## src/iod_pkg.sv

```systemverilog
// iod_pkg.sv: constants and types for the inertial output data registers
`default_nettype none
package iod_pkg;
	localparam int unsigned WORD_W = 16;
	localparam int unsigned SAMPLE_W = 32;
	localparam int unsigned ADDR_W = 7;
	localparam int unsigned NUM_AXES = 4;
	// word addresses of the output registers (read only, no flash backup)
	localparam logic [6:0] ADDR_RATE_X_LOW = 7'h04;
	localparam logic [6:0] ADDR_RATE_X_HIGH = 7'h06;
	localparam logic [6:0] ADDR_RATE_Y_LOW = 7'h08;
	localparam logic [6:0] ADDR_RATE_Y_HIGH = 7'h0A;
	localparam logic [6:0] ADDR_RATE_Z_LOW = 7'h0C;
	localparam logic [6:0] ADDR_RATE_Z_HIGH = 7'h0E;
	localparam logic [6:0] ADDR_ACCEL_X_LOW = 7'h10;
	localparam logic [6:0] ADDR_ACCEL_X_HIGH = 7'h12;
	// field layout of a 32-bit sample: high word on top, low word below
	localparam int unsigned HIGH_MSB = 31;
	localparam int unsigned HIGH_LSB = 16;
	localparam int unsigned LOW_MSB = 15;
	localparam int unsigned LOW_LSB = 0;
	// value held before the first sample and on unmapped addresses
	localparam logic [15:0] WORD_RESET = 16'h0000;
	localparam logic [31:0] SAMPLE_RESET = 32'h0000_0000;
	localparam logic [15:0] UNMAPPED_DATA = 16'h0000;
	// one sample set: all axes taken together
	typedef struct packed {
		logic [31:0] rate_x;
		logic [31:0] rate_y;
		logic [31:0] rate_z;
		logic [31:0] accel_x;
	} iod_sample_t;
	// register read request and answer
	typedef struct packed {
		logic valid;
		logic [6:0] addr;
	} iod_rd_req_t;
	typedef struct packed {
		logic valid;
		logic [15:0] data;
	} iod_rd_rsp_t;
endpackage
`default_nettype wire

```

## src/iod_axis_reg.sv

```systemverilog
// iod_axis_reg.sv: one axis holding register, both words from one sample
`timescale 1ns/10ps
`default_nettype none
module iod_axis_reg #(
	parameter int unsigned W = 32
) (
	input wire logic clk, // block clock
	input wire logic rst_n, // synchronised reset, active low
	input wire logic load, // take a new sample this cycle
	input wire logic [W-1:0] sample_in, // twos complement sample
	output logic [W-1:0] sample_q // held sample, high and low words
);
	// both halves load together so a host read pair made between two loads is coherent
	always_ff @(posedge clk or negedge rst_n) begin
		if (!rst_n) begin
			sample_q <= '0;
		end else if (load) begin
			sample_q <= sample_in;
		end
	end
endmodule // iod_axis_reg
`default_nettype wire

```

## src/iod_output_regs.sv

```systemverilog
// iod_output_regs.sv: read-only rate and acceleration output registers
`timescale 1ns/10ps
`default_nettype none
module iod_output_regs (
	input wire logic mclk, // 20 MHz block clock
	input wire logic rst_b, // asynchronous reset, active low
	input wire logic sample_load, // one-cycle pulse: new sample set
	input wire iod_pkg::iod_sample_t sample_in, // sample set from datapath
	input wire iod_pkg::iod_rd_req_t rd_req, // register read request
	output iod_pkg::iod_rd_rsp_t rd_rsp // registered read answer
);
	// reset synchroniser stages
	logic rst_sync1_q;
	logic rst_sync2_q;
	// held sample set, every axis from one load
	iod_pkg::iod_sample_t held;
	// request as seen this cycle
	logic rd_take; // read accepted on this edge
	logic [6:0] rd_addr; // word address of the read
	// axis words of the held set
	logic [15:0] rx_hi; // rate x coarse word
	logic [15:0] rx_lo; // rate x fine bits
	logic [15:0] ry_hi; // rate y coarse word
	logic [15:0] ry_lo; // rate y fine bits
	logic [15:0] rz_hi; // rate z coarse word
	logic [15:0] rz_lo; // rate z fine bits
	logic [15:0] ax_hi; // accel x coarse word
	logic [15:0] ax_lo; // accel x fine bits

	// address decode, one select per output word
	logic sel_rx_lo;
	logic sel_rx_hi;
	logic sel_ry_lo;
	logic sel_ry_hi;
	logic sel_rz_lo;
	logic sel_rz_hi;
	logic sel_ax_lo;
	logic sel_ax_hi;

	// select-gated words, zero unless their address is read
	logic [15:0] term_rx_lo;
	logic [15:0] term_rx_hi;
	logic [15:0] term_ry_lo;
	logic [15:0] term_ry_hi;
	logic [15:0] term_rz_lo;
	logic [15:0] term_rz_hi;
	logic [15:0] term_ax_lo;
	logic [15:0] term_ax_hi;
	// read mux results
	logic [7:0] sel_vec; // one-hot view of the selects
	logic rd_hit; // a mapped word answers
	logic [15:0] rd_word; // or of the gated words
	logic [15:0] rd_data_d; // word to capture

	// answer flip-flops
	logic rd_valid_q;
	logic [15:0] rd_data_q;

	// reset release through two flip-flops; assertion stays asynchronous,
	// release is retimed so no holding register leaves reset on a
	// different edge from its neighbours
	always_ff @(posedge mclk or negedge rst_b) begin
		if (!rst_b) begin
			rst_sync1_q <= 1'b0;
			rst_sync2_q <= 1'b0;
		end else begin
			rst_sync1_q <= 1'b1;
			rst_sync2_q <= rst_sync1_q;
		end
	end

	// one holding register per axis, full 32 bits in one load, so a
	// host that reads both words between loads sees one sample
	iod_axis_reg #(.W(iod_pkg::SAMPLE_W)) u_rate_x (
		.clk(mclk),
		.rst_n(rst_sync2_q),
		.load(sample_load),
		.sample_in(sample_in.rate_x),
		.sample_q(held.rate_x)
	);
	iod_axis_reg #(.W(iod_pkg::SAMPLE_W)) u_rate_y (
		.clk(mclk),
		.rst_n(rst_sync2_q),
		.load(sample_load),
		.sample_in(sample_in.rate_y),
		.sample_q(held.rate_y)
	);
	iod_axis_reg #(.W(iod_pkg::SAMPLE_W)) u_rate_z (
		.clk(mclk),
		.rst_n(rst_sync2_q),
		.load(sample_load),
		.sample_in(sample_in.rate_z),
		.sample_q(held.rate_z)
	);
	iod_axis_reg #(.W(iod_pkg::SAMPLE_W)) u_accel_x (
		.clk(mclk),
		.rst_n(rst_sync2_q),
		.load(sample_load),
		.sample_in(sample_in.accel_x),
		.sample_q(held.accel_x)
	);

	// request fields under names of their own
	assign rd_take = rd_req.valid;
	assign rd_addr = rd_req.addr;

	// address decode; only the even address of each output word answers,
	// its odd twin falls through as unmapped
	assign sel_rx_lo =
		rd_addr == iod_pkg::ADDR_RATE_X_LOW;
	assign sel_rx_hi =
		rd_addr == iod_pkg::ADDR_RATE_X_HIGH;
	assign sel_ry_lo =
		rd_addr == iod_pkg::ADDR_RATE_Y_LOW;
	assign sel_ry_hi =
		rd_addr == iod_pkg::ADDR_RATE_Y_HIGH;
	assign sel_rz_lo =
		rd_addr == iod_pkg::ADDR_RATE_Z_LOW;
	assign sel_rz_hi =
		rd_addr == iod_pkg::ADDR_RATE_Z_HIGH;
	assign sel_ax_lo =
		rd_addr == iod_pkg::ADDR_ACCEL_X_LOW;
	assign sel_ax_hi =
		rd_addr == iod_pkg::ADDR_ACCEL_X_HIGH;
	assign sel_vec = {sel_ax_hi, sel_ax_lo, sel_rz_hi, sel_rz_lo,
		sel_ry_hi, sel_ry_lo, sel_rx_hi, sel_rx_lo};
	assign rd_hit = |sel_vec; // at most one select is ever high

	// rate x: coarse twos complement word on top,
	// sixteen finer bits below it
	assign rx_hi =
		held.rate_x[iod_pkg::HIGH_MSB:iod_pkg::HIGH_LSB];
	assign rx_lo =
		held.rate_x[iod_pkg::LOW_MSB:iod_pkg::LOW_LSB];
	assign term_rx_lo = sel_rx_lo ? rx_lo : '0;
	assign term_rx_hi = sel_rx_hi ? rx_hi : '0;

	// rate y: same split; full scale words 0x4E20 and 0xB1E0
	// come out exactly as the sample carries them
	assign ry_hi =
		held.rate_y[iod_pkg::HIGH_MSB:iod_pkg::HIGH_LSB];
	assign ry_lo =
		held.rate_y[iod_pkg::LOW_MSB:iod_pkg::LOW_LSB];
	assign term_ry_lo = sel_ry_lo ? ry_lo : '0;
	assign term_ry_hi = sel_ry_hi ? ry_hi : '0;

	// rate z: the 32-bit pair steps at the coarse step over 2^16,
	// which needs nothing more than keeping both halves together
	assign rz_hi =
		held.rate_z[iod_pkg::HIGH_MSB:iod_pkg::HIGH_LSB];
	assign rz_lo =
		held.rate_z[iod_pkg::LOW_MSB:iod_pkg::LOW_LSB];
	assign term_rz_lo = sel_rz_lo ? rz_lo : '0;
	assign term_rz_hi = sel_rz_hi ? rz_hi : '0;

	// accel x: coarse word of 1.25 mg counts on top,
	// extra resolution bits below it
	assign ax_hi =
		held.accel_x[iod_pkg::HIGH_MSB:iod_pkg::HIGH_LSB];
	assign ax_lo =
		held.accel_x[iod_pkg::LOW_MSB:iod_pkg::LOW_LSB];
	assign term_ax_lo = sel_ax_lo ? ax_lo : '0;
	assign term_ax_hi = sel_ax_hi ? ax_hi : '0;

	// and-or read mux; words pass through unchanged so twos complement
	// codes such as 0x4E20, 0xB1E0, 0x7D00, 0x8300 read exactly as held
	assign rd_word = term_rx_lo |
		term_rx_hi |
		term_ry_lo |
		term_ry_hi |
		term_rz_lo |
		term_rz_hi |
		term_ax_lo |
		term_ax_hi;
	// unmapped addresses answer a fixed word
	assign rd_data_d = rd_hit ? rd_word : iod_pkg::UNMAPPED_DATA;

	// answer strobe: high for exactly one cycle after each
	// accepted request, never stretched
	always_ff @(posedge mclk or negedge rst_sync2_q) begin
		if (!rst_sync2_q) begin
			rd_valid_q <= 1'b0;
		end else begin
			rd_valid_q <= rd_take;
		end
	end

	// answer word: captured on a read, held until the next one, so a
	// slow reader may still pick it up after the strobe has gone
	always_ff @(posedge mclk or negedge rst_sync2_q) begin
		if (!rst_sync2_q) begin
			rd_data_q <= iod_pkg::WORD_RESET;
		end else if (rd_take) begin
			rd_data_q <= rd_data_d;
		end
	end

	// ports come straight from the answer flip-flops
	assign rd_rsp.valid = rd_valid_q;
	assign rd_rsp.data = rd_data_q;
endmodule // iod_output_regs
`default_nettype wire

```

## config.mk

```make
export PLATFORM = sky130hd
export DESIGN_NAME = iod_output_regs
export DESIGN_NICKNAME = d
export VERILOG_FILES = /design/src/iod_pkg.sv /design/src/iod_axis_reg.sv /design/src/iod_output_regs.sv
export SDC_FILE = /design/constraint.sdc
export NUM_CORES = 1
export LEC_CHECK = 0
export BUFFER_PORTS_ARGS = -buffer_cell sky130_fd_sc_hd__clkbuf_2
export CORE_UTILIZATION = 44
export CTS_BUF_LIST = sky130_fd_sc_hd__clkbuf_2 sky130_fd_sc_hd__clkbuf_4 sky130_fd_sc_hd__clkbuf_8
export CTS_CLUSTER_SIZE = 14
export DETAILED_ROUTE_END_ITERATION = 8
export HOLD_SLACK_MARGIN = 0.03
export PLACE_DENSITY = 0.67
export SLEW_MARGIN = 20
export SYNTH_ARGS = -nofsm -noshare
export SYNTH_HDL_FRONTEND = slang
export SYNTH_SLANG_ARGS = --single-unit
```

## constraint.sdc

```tcl
create_clock -name mclk -period 4.8 [get_ports mclk]
set_input_delay 1.44 -clock mclk [delete_from_list [all_inputs] [get_ports mclk]]
set_output_delay 1.44 -clock mclk [all_outputs]
set_load 0.05 [all_outputs]
```

Yosys cells after proc, flatten, opt, wreduce, memory -nomap -nowiden. Index checks and enable logic that the tools add are counted.

Bits in registers: 147. Bits in latches: 0. Bits in writable memories: 0. Bits in read-only memories: 0. Input port bits: 139. Output and inout port bits: 17. Logic and storage cells: 33. Memories kept: 0.

$add $sub $neg: 0. Multipliers: 0. Div/mod/pow operators: 0. Magnitude comparators: 0. Eq/ne operators: 8. Shift operators: 0. Multiplexer cells: 9. Bitwise logic cells: 7. Reduce and logical (&&, ||, !) cells: 1.

Operators with widths (count): $mux W16 (9); $or A16 B16 Y16 (7); $eq A7 B4 Y1 const B (4); $eq A7 B3 Y1 const B (2); $eq A7 B5 Y1 const B (2); $reduce_or A8 Y1 (1).

Longest topological paths before layout.
Depth in word-level cells: 10. Gate-level depth with buffers: 6. Depth with buffers taken out: 4.

Hierarchy. From an unflattened synthesis, not the netlist that was laid out.

Cells, all modules: 503. Area, all modules: 7334.5 um^2.

By module, submodules not included: iod_axis_reg (instances 4, cells an instance 68, area an instance 1345.0 um^2, sequential area each 800.8 um^2); iod_output_regs (instances 1, cells an instance 231, area an instance 1954.4 um^2, sequential area each 475.5 um^2).

Worst setup path before layout. OpenSTA, ideal clock, no wires.

Path kind: input to register. Start: input port rd_req[1] in the netlist's numbering. End: register rd_data_q[5]. Library setup time: 0.135 ns. Arrival: 2.512 ns. Data required time: 4.665 ns. Slack: 2.153 ns. Cell stages on the path: 6. Buffers on the path: 2. Cell sequence: buf_2 buf_2 mux2i_1 nor3_2 nor4_1 o22ai_1.

Word-level cells in the longest chain between the ends: 10.

RTL lines: start, declared (RTL line iod_output_regs.sv:9) `input wire iod_pkg::iod_rd_req_t rd_req,`; $eq A7 B3 Y1, on equally long branches (RTL line iod_output_regs.sv:110, iod_output_regs.sv:112); $mux W16, on equally long branches (RTL line iod_output_regs.sv:135, iod_output_regs.sv:136); $or A16 B16 Y16 (RTL line iod_output_regs.sv:167) `assign rd_word = term_rx_lo |`; $or A16 B16 Y16 (RTL line iod_output_regs.sv:168) `term_rx_hi |`; $or A16 B16 Y16 (RTL line iod_output_regs.sv:169) `term_ry_lo |`; $or A16 B16 Y16 (RTL line iod_output_regs.sv:170) `term_ry_hi |`; $or A16 B16 Y16 (RTL line iod_output_regs.sv:171) `term_rz_lo |`; $or A16 B16 Y16 (RTL line iod_output_regs.sv:172) `term_rz_hi |`; $or A16 B16 Y16 (RTL line iod_output_regs.sv:173) `term_ax_lo |`; $mux W16 (*) (RTL line iod_output_regs.sv:176) `assign rd_data_d = rd_hit ? rd_word : iod_pkg::UNMAPPED_DATA;`; end signal, assigned (RTL line iod_output_regs.sv:192) `rd_data_q <= iod_pkg::WORD_RESET;`; end signal, assigned (RTL line iod_output_regs.sv:194) `rd_data_q <= rd_data_d;`; end, declared (RTL line iod_output_regs.sv:57) `logic [15:0] rd_data_q;`.

Every way passes the cells marked *; elsewhere a longest branch is shown, timed or not. A chain may end at the register's enable or synchronous reset.

Worst setup path after layout.
Start: input port rd_req[1] in the netlist's numbering. End: register rd_data_q[12].

The elaborated chain is that of the path after synthesis.

==> impl_metrics.ini <==
[worst_setup_path]
critPathMaxStageDelay_ns = 0.60
cp_top_family = buffers and inverters
worstPathArrival_ns = 3.29
required_ns = 5.10
slowest_stage = buf_4
worstSetupPathType = in2reg
cp-end-kind = register
critPathBufInv = 2
cp-start-kind = input pin
crit_top_cell = buf_4
path_max_fanout = 48
crit_chain = buf_4, buf_4, mux2i_1, nor3_1, nor4_1, o22ai_1

[global_routing]
antenna_found_initial = 0
grt_pass1_wl_mm = 26.5
first_global_vias = 4853
grt_use_total_pct = 22.7
gr-total-overflow = 0
grt_max_degree = 129

[drt]
routed_wl_mm = 17.0
drc = 10
drtPass1Iterations = 8
avgViaCountPerCell = 5.43
wl_per_cell_um = 20.2
antenna_left = 0
first_iter_violations = 254
num_vias = 4558

[timing]
fin_ws_ns = 1.80
fin_crit_sh_pct = 62.4
maxSlewHeadroom_pct = 33.0
fin_setup_tns_ns = 0
fin_crit_ns = 3.00
tightest_slew_ns = 1.01
fin_skew_ns = 0.00861
slew_viol_final = 0
hold_viol = 0
max_freq_ghz = 0.334
setup_viol = 0
rsz0062_at_grt = no

[die]
initial_core_util_pct = 45.7
die-area_mm2 = 0.0158
die_h_um = 126
core-area_mm2 = 0.0147
die_w_um = 126
io_pins = 156
rows = 44

[final_layout]
antenna_cells = 0
n_fill_cell = 1228
postLayoutCellArea_mm2 = 0.00805
nets = 781
area_growth_pct = 19.8
drive_gt1_share_pct = 51.6

[cts]
clock-sinks = 147
cts-root-buf = clkbuf_8
cts_setup_buffers = 0
clockBufferDepth = 2
clk_pin_slew_worst_paths_ns = 0.08
htreeDepth = 4
ctsResizeCount = 0
cts_hold_buf = 0
numCtsBuffers = 17
cts_tree = built
clk_latency_ns = 0.45

[hold_path]
min_path_type = reg2async

[placed_design]
hpwlAfterDp_mm = 12.5
port-buffer-count = 155
place.gp.congestion = 0.872
pre_cts_slack_ns = 1.40
placed_area_mm2 = 0.00756

[power_and_ir_drop]
powerDensity_mw_per_mm2 = 364
power_mw = 2.93
p_leak_nw = 3.65
ir_drop_mv = 0.227

[synth]
synth_warnings = 0
synth_nets = 642
avgSynthCellArea_um2 = 13.4
synth-seq-area-share_pct = 54.8
ys_ff_latch = 147
syn_inst = 503
yosysUniqueCellTypes = 27
syn_area_mm2 = 0.00672

[run_status]
status = finished with violations
violations = design-rule violations

[job]
cap_viol_max_count = 0
path summary, 6_finish.rpt:
| kind | start | to | slack (ns) | depth (start not counted) |
|---|---|---|---|---|
| setup reg to reg | rst_sync2_q | rd_data_q[6] | 3.22 | 1 |
| max in group asynchronous | rst_sync2_q | rd_data_q[6] | 3.22 | 1 |
| hold / removal | rst_sync2_q | u_rate_z.sample_q[25] | 0.34 | 0 |
| hold reg to reg | rst_sync2_q | u_rate_z.sample_q[25] | 0.34 | 0 |
| min in group mclk | rst_sync1_q | rst_sync2_q | 0.35 | 0 |
| setup / recovery | rd_req[1] | rd_data_q[12] | 1.80 | 6 |
metal layers:
| layer | global-route usage, % | wire length (µm) |
|---|---|---|
| met5 | 0 | 0 |
| met4 | 8.03 | 327 |
| met3 | 7.87 | 1360 |
| met2 | 35.5 | 7990 |
| met1 | 29.3 | 7310 |
layout by cell type (no fill, tap or decap):
cell	Yosys	layout
clkbuf_2	0	153
dfrtp_1	147	146
mux2_2	128	128
mux2i_1	64	64
nor3_1	46	46
o22ai_1	18	18
clkbuf_8	0	18
inv_1	17	17
nor3_2	14	14
nor4_1	14	14
bufinv_16	0	6
buf_4	1	6
clkinv_4	0	3
or4b_1	2	2
a211oi_1	2	2
clkinv_2	0	2
clkinvlp_4	0	2
nor4b_1	1	1
or3_2	1	1
o21ai_0	1	1
nand3_1	1	1
or3_1	1	1
nor2_1	1	1
nand2b_1	1	1
or2_2	1	1
or3b_2	1	1
nand3b_1	1	1
clkbuf_4	0	1
buf_12	0	1
conb_1	1	1
dfrtp_4	0	1
cells in the mapped netlist:
library cell | n | area (µm²)
dfrtp_1 | 147 | 3680
nor3_1 | 46 | 230
buf_4 | 1 | 7.51
buf_2 | 13 | 65.1
clkbuf_1 | 19 | 71.3
nand3_1 | 1 | 5.00
nand2b_1 | 1 | 6.26
nand3b_1 | 1 | 7.51
nor4_1 | 14 | 87.6
mux2i_1 | 64 | 641
or3_2 | 1 | 7.51
o22ai_1 | 18 | 113
o21ai_0 | 1 | 5.00
inv_1 | 17 | 63.8
nor4b_1 | 1 | 8.76
or3_1 | 1 | 6.26
or3b_2 | 1 | 8.76
or4b_1 | 2 | 20.0
or2_2 | 1 | 6.26
conb_1 | 1 | 3.75
mux2_2 | 128 | 1440
buf_1 | 1 | 3.75
nor2_1 | 1 | 3.75
nor3_2 | 14 | 140
a211oi_1 | 2 | 15.0
buf_6 | 5 | 56.3
buf_8 | 1 | 15.0
stage by stage:
stage	util (%)	std cells	hold slack (ns)
after CTS	54.8	839	0.353
after floorplan	-	503	0.331
after detailed placement	51.5	807	0.335
after global placement	51.5	807	0.339
after global routing	54.8	839	0.363
final	54.8	839	0.344
flip-flops by register name, summed over array words and instances (netlist names):
register and count:
u_accel_x.sample_q 32, u_rate_x.sample_q 32, u_rate_y.sample_q 32, u_rate_z.sample_q 32, rd_data_q 16, rd_valid_q 1
rst_sync1_q 1, rst_sync2_q 1
final cells by class:
cell class	instances	area [µm²]	share of cell area [%]
tap	184	230	2.86
sequential	147	3680	45.7
timing repair buffer	160	831	10.3
clock inverter	13	231	2.88
inverter	17	63.8	0.793
clock buffer	19	255	3.17
multi-input combinational	299	2760	34.2
logic make-up (layout without fill, tap and decap cells):
kind of cell           count (synthesis)  after routing  synth area share [%]
flip-flops                           147            147                  54.8
other                                  1              1                0.0558
buffers and inverters                 57            209                  4.21
AND/OR/NAND/NOR                       85             85                  8.01
multiplexers                         192            192                  31.0
AO/OA/AOI/OAI                         21             21                  1.97
power breakdown:
| group | switching [mW] | leakage [nW] | internal (mW) | total, mW |
|---|---|---|---|---|
| clock network | 0.479 | 0.239 | 0.691 | 1.17 |
| registers | 0.0715 | 1.75 | 1.35 | 1.42 |
| logic | 0.162 | 1.66 | 0.182 | 0.344 |
| total | 0.712 | 3.65 | 2.22 | 2.93 |
Note: power is estimated with default switching activity, not from simulation.
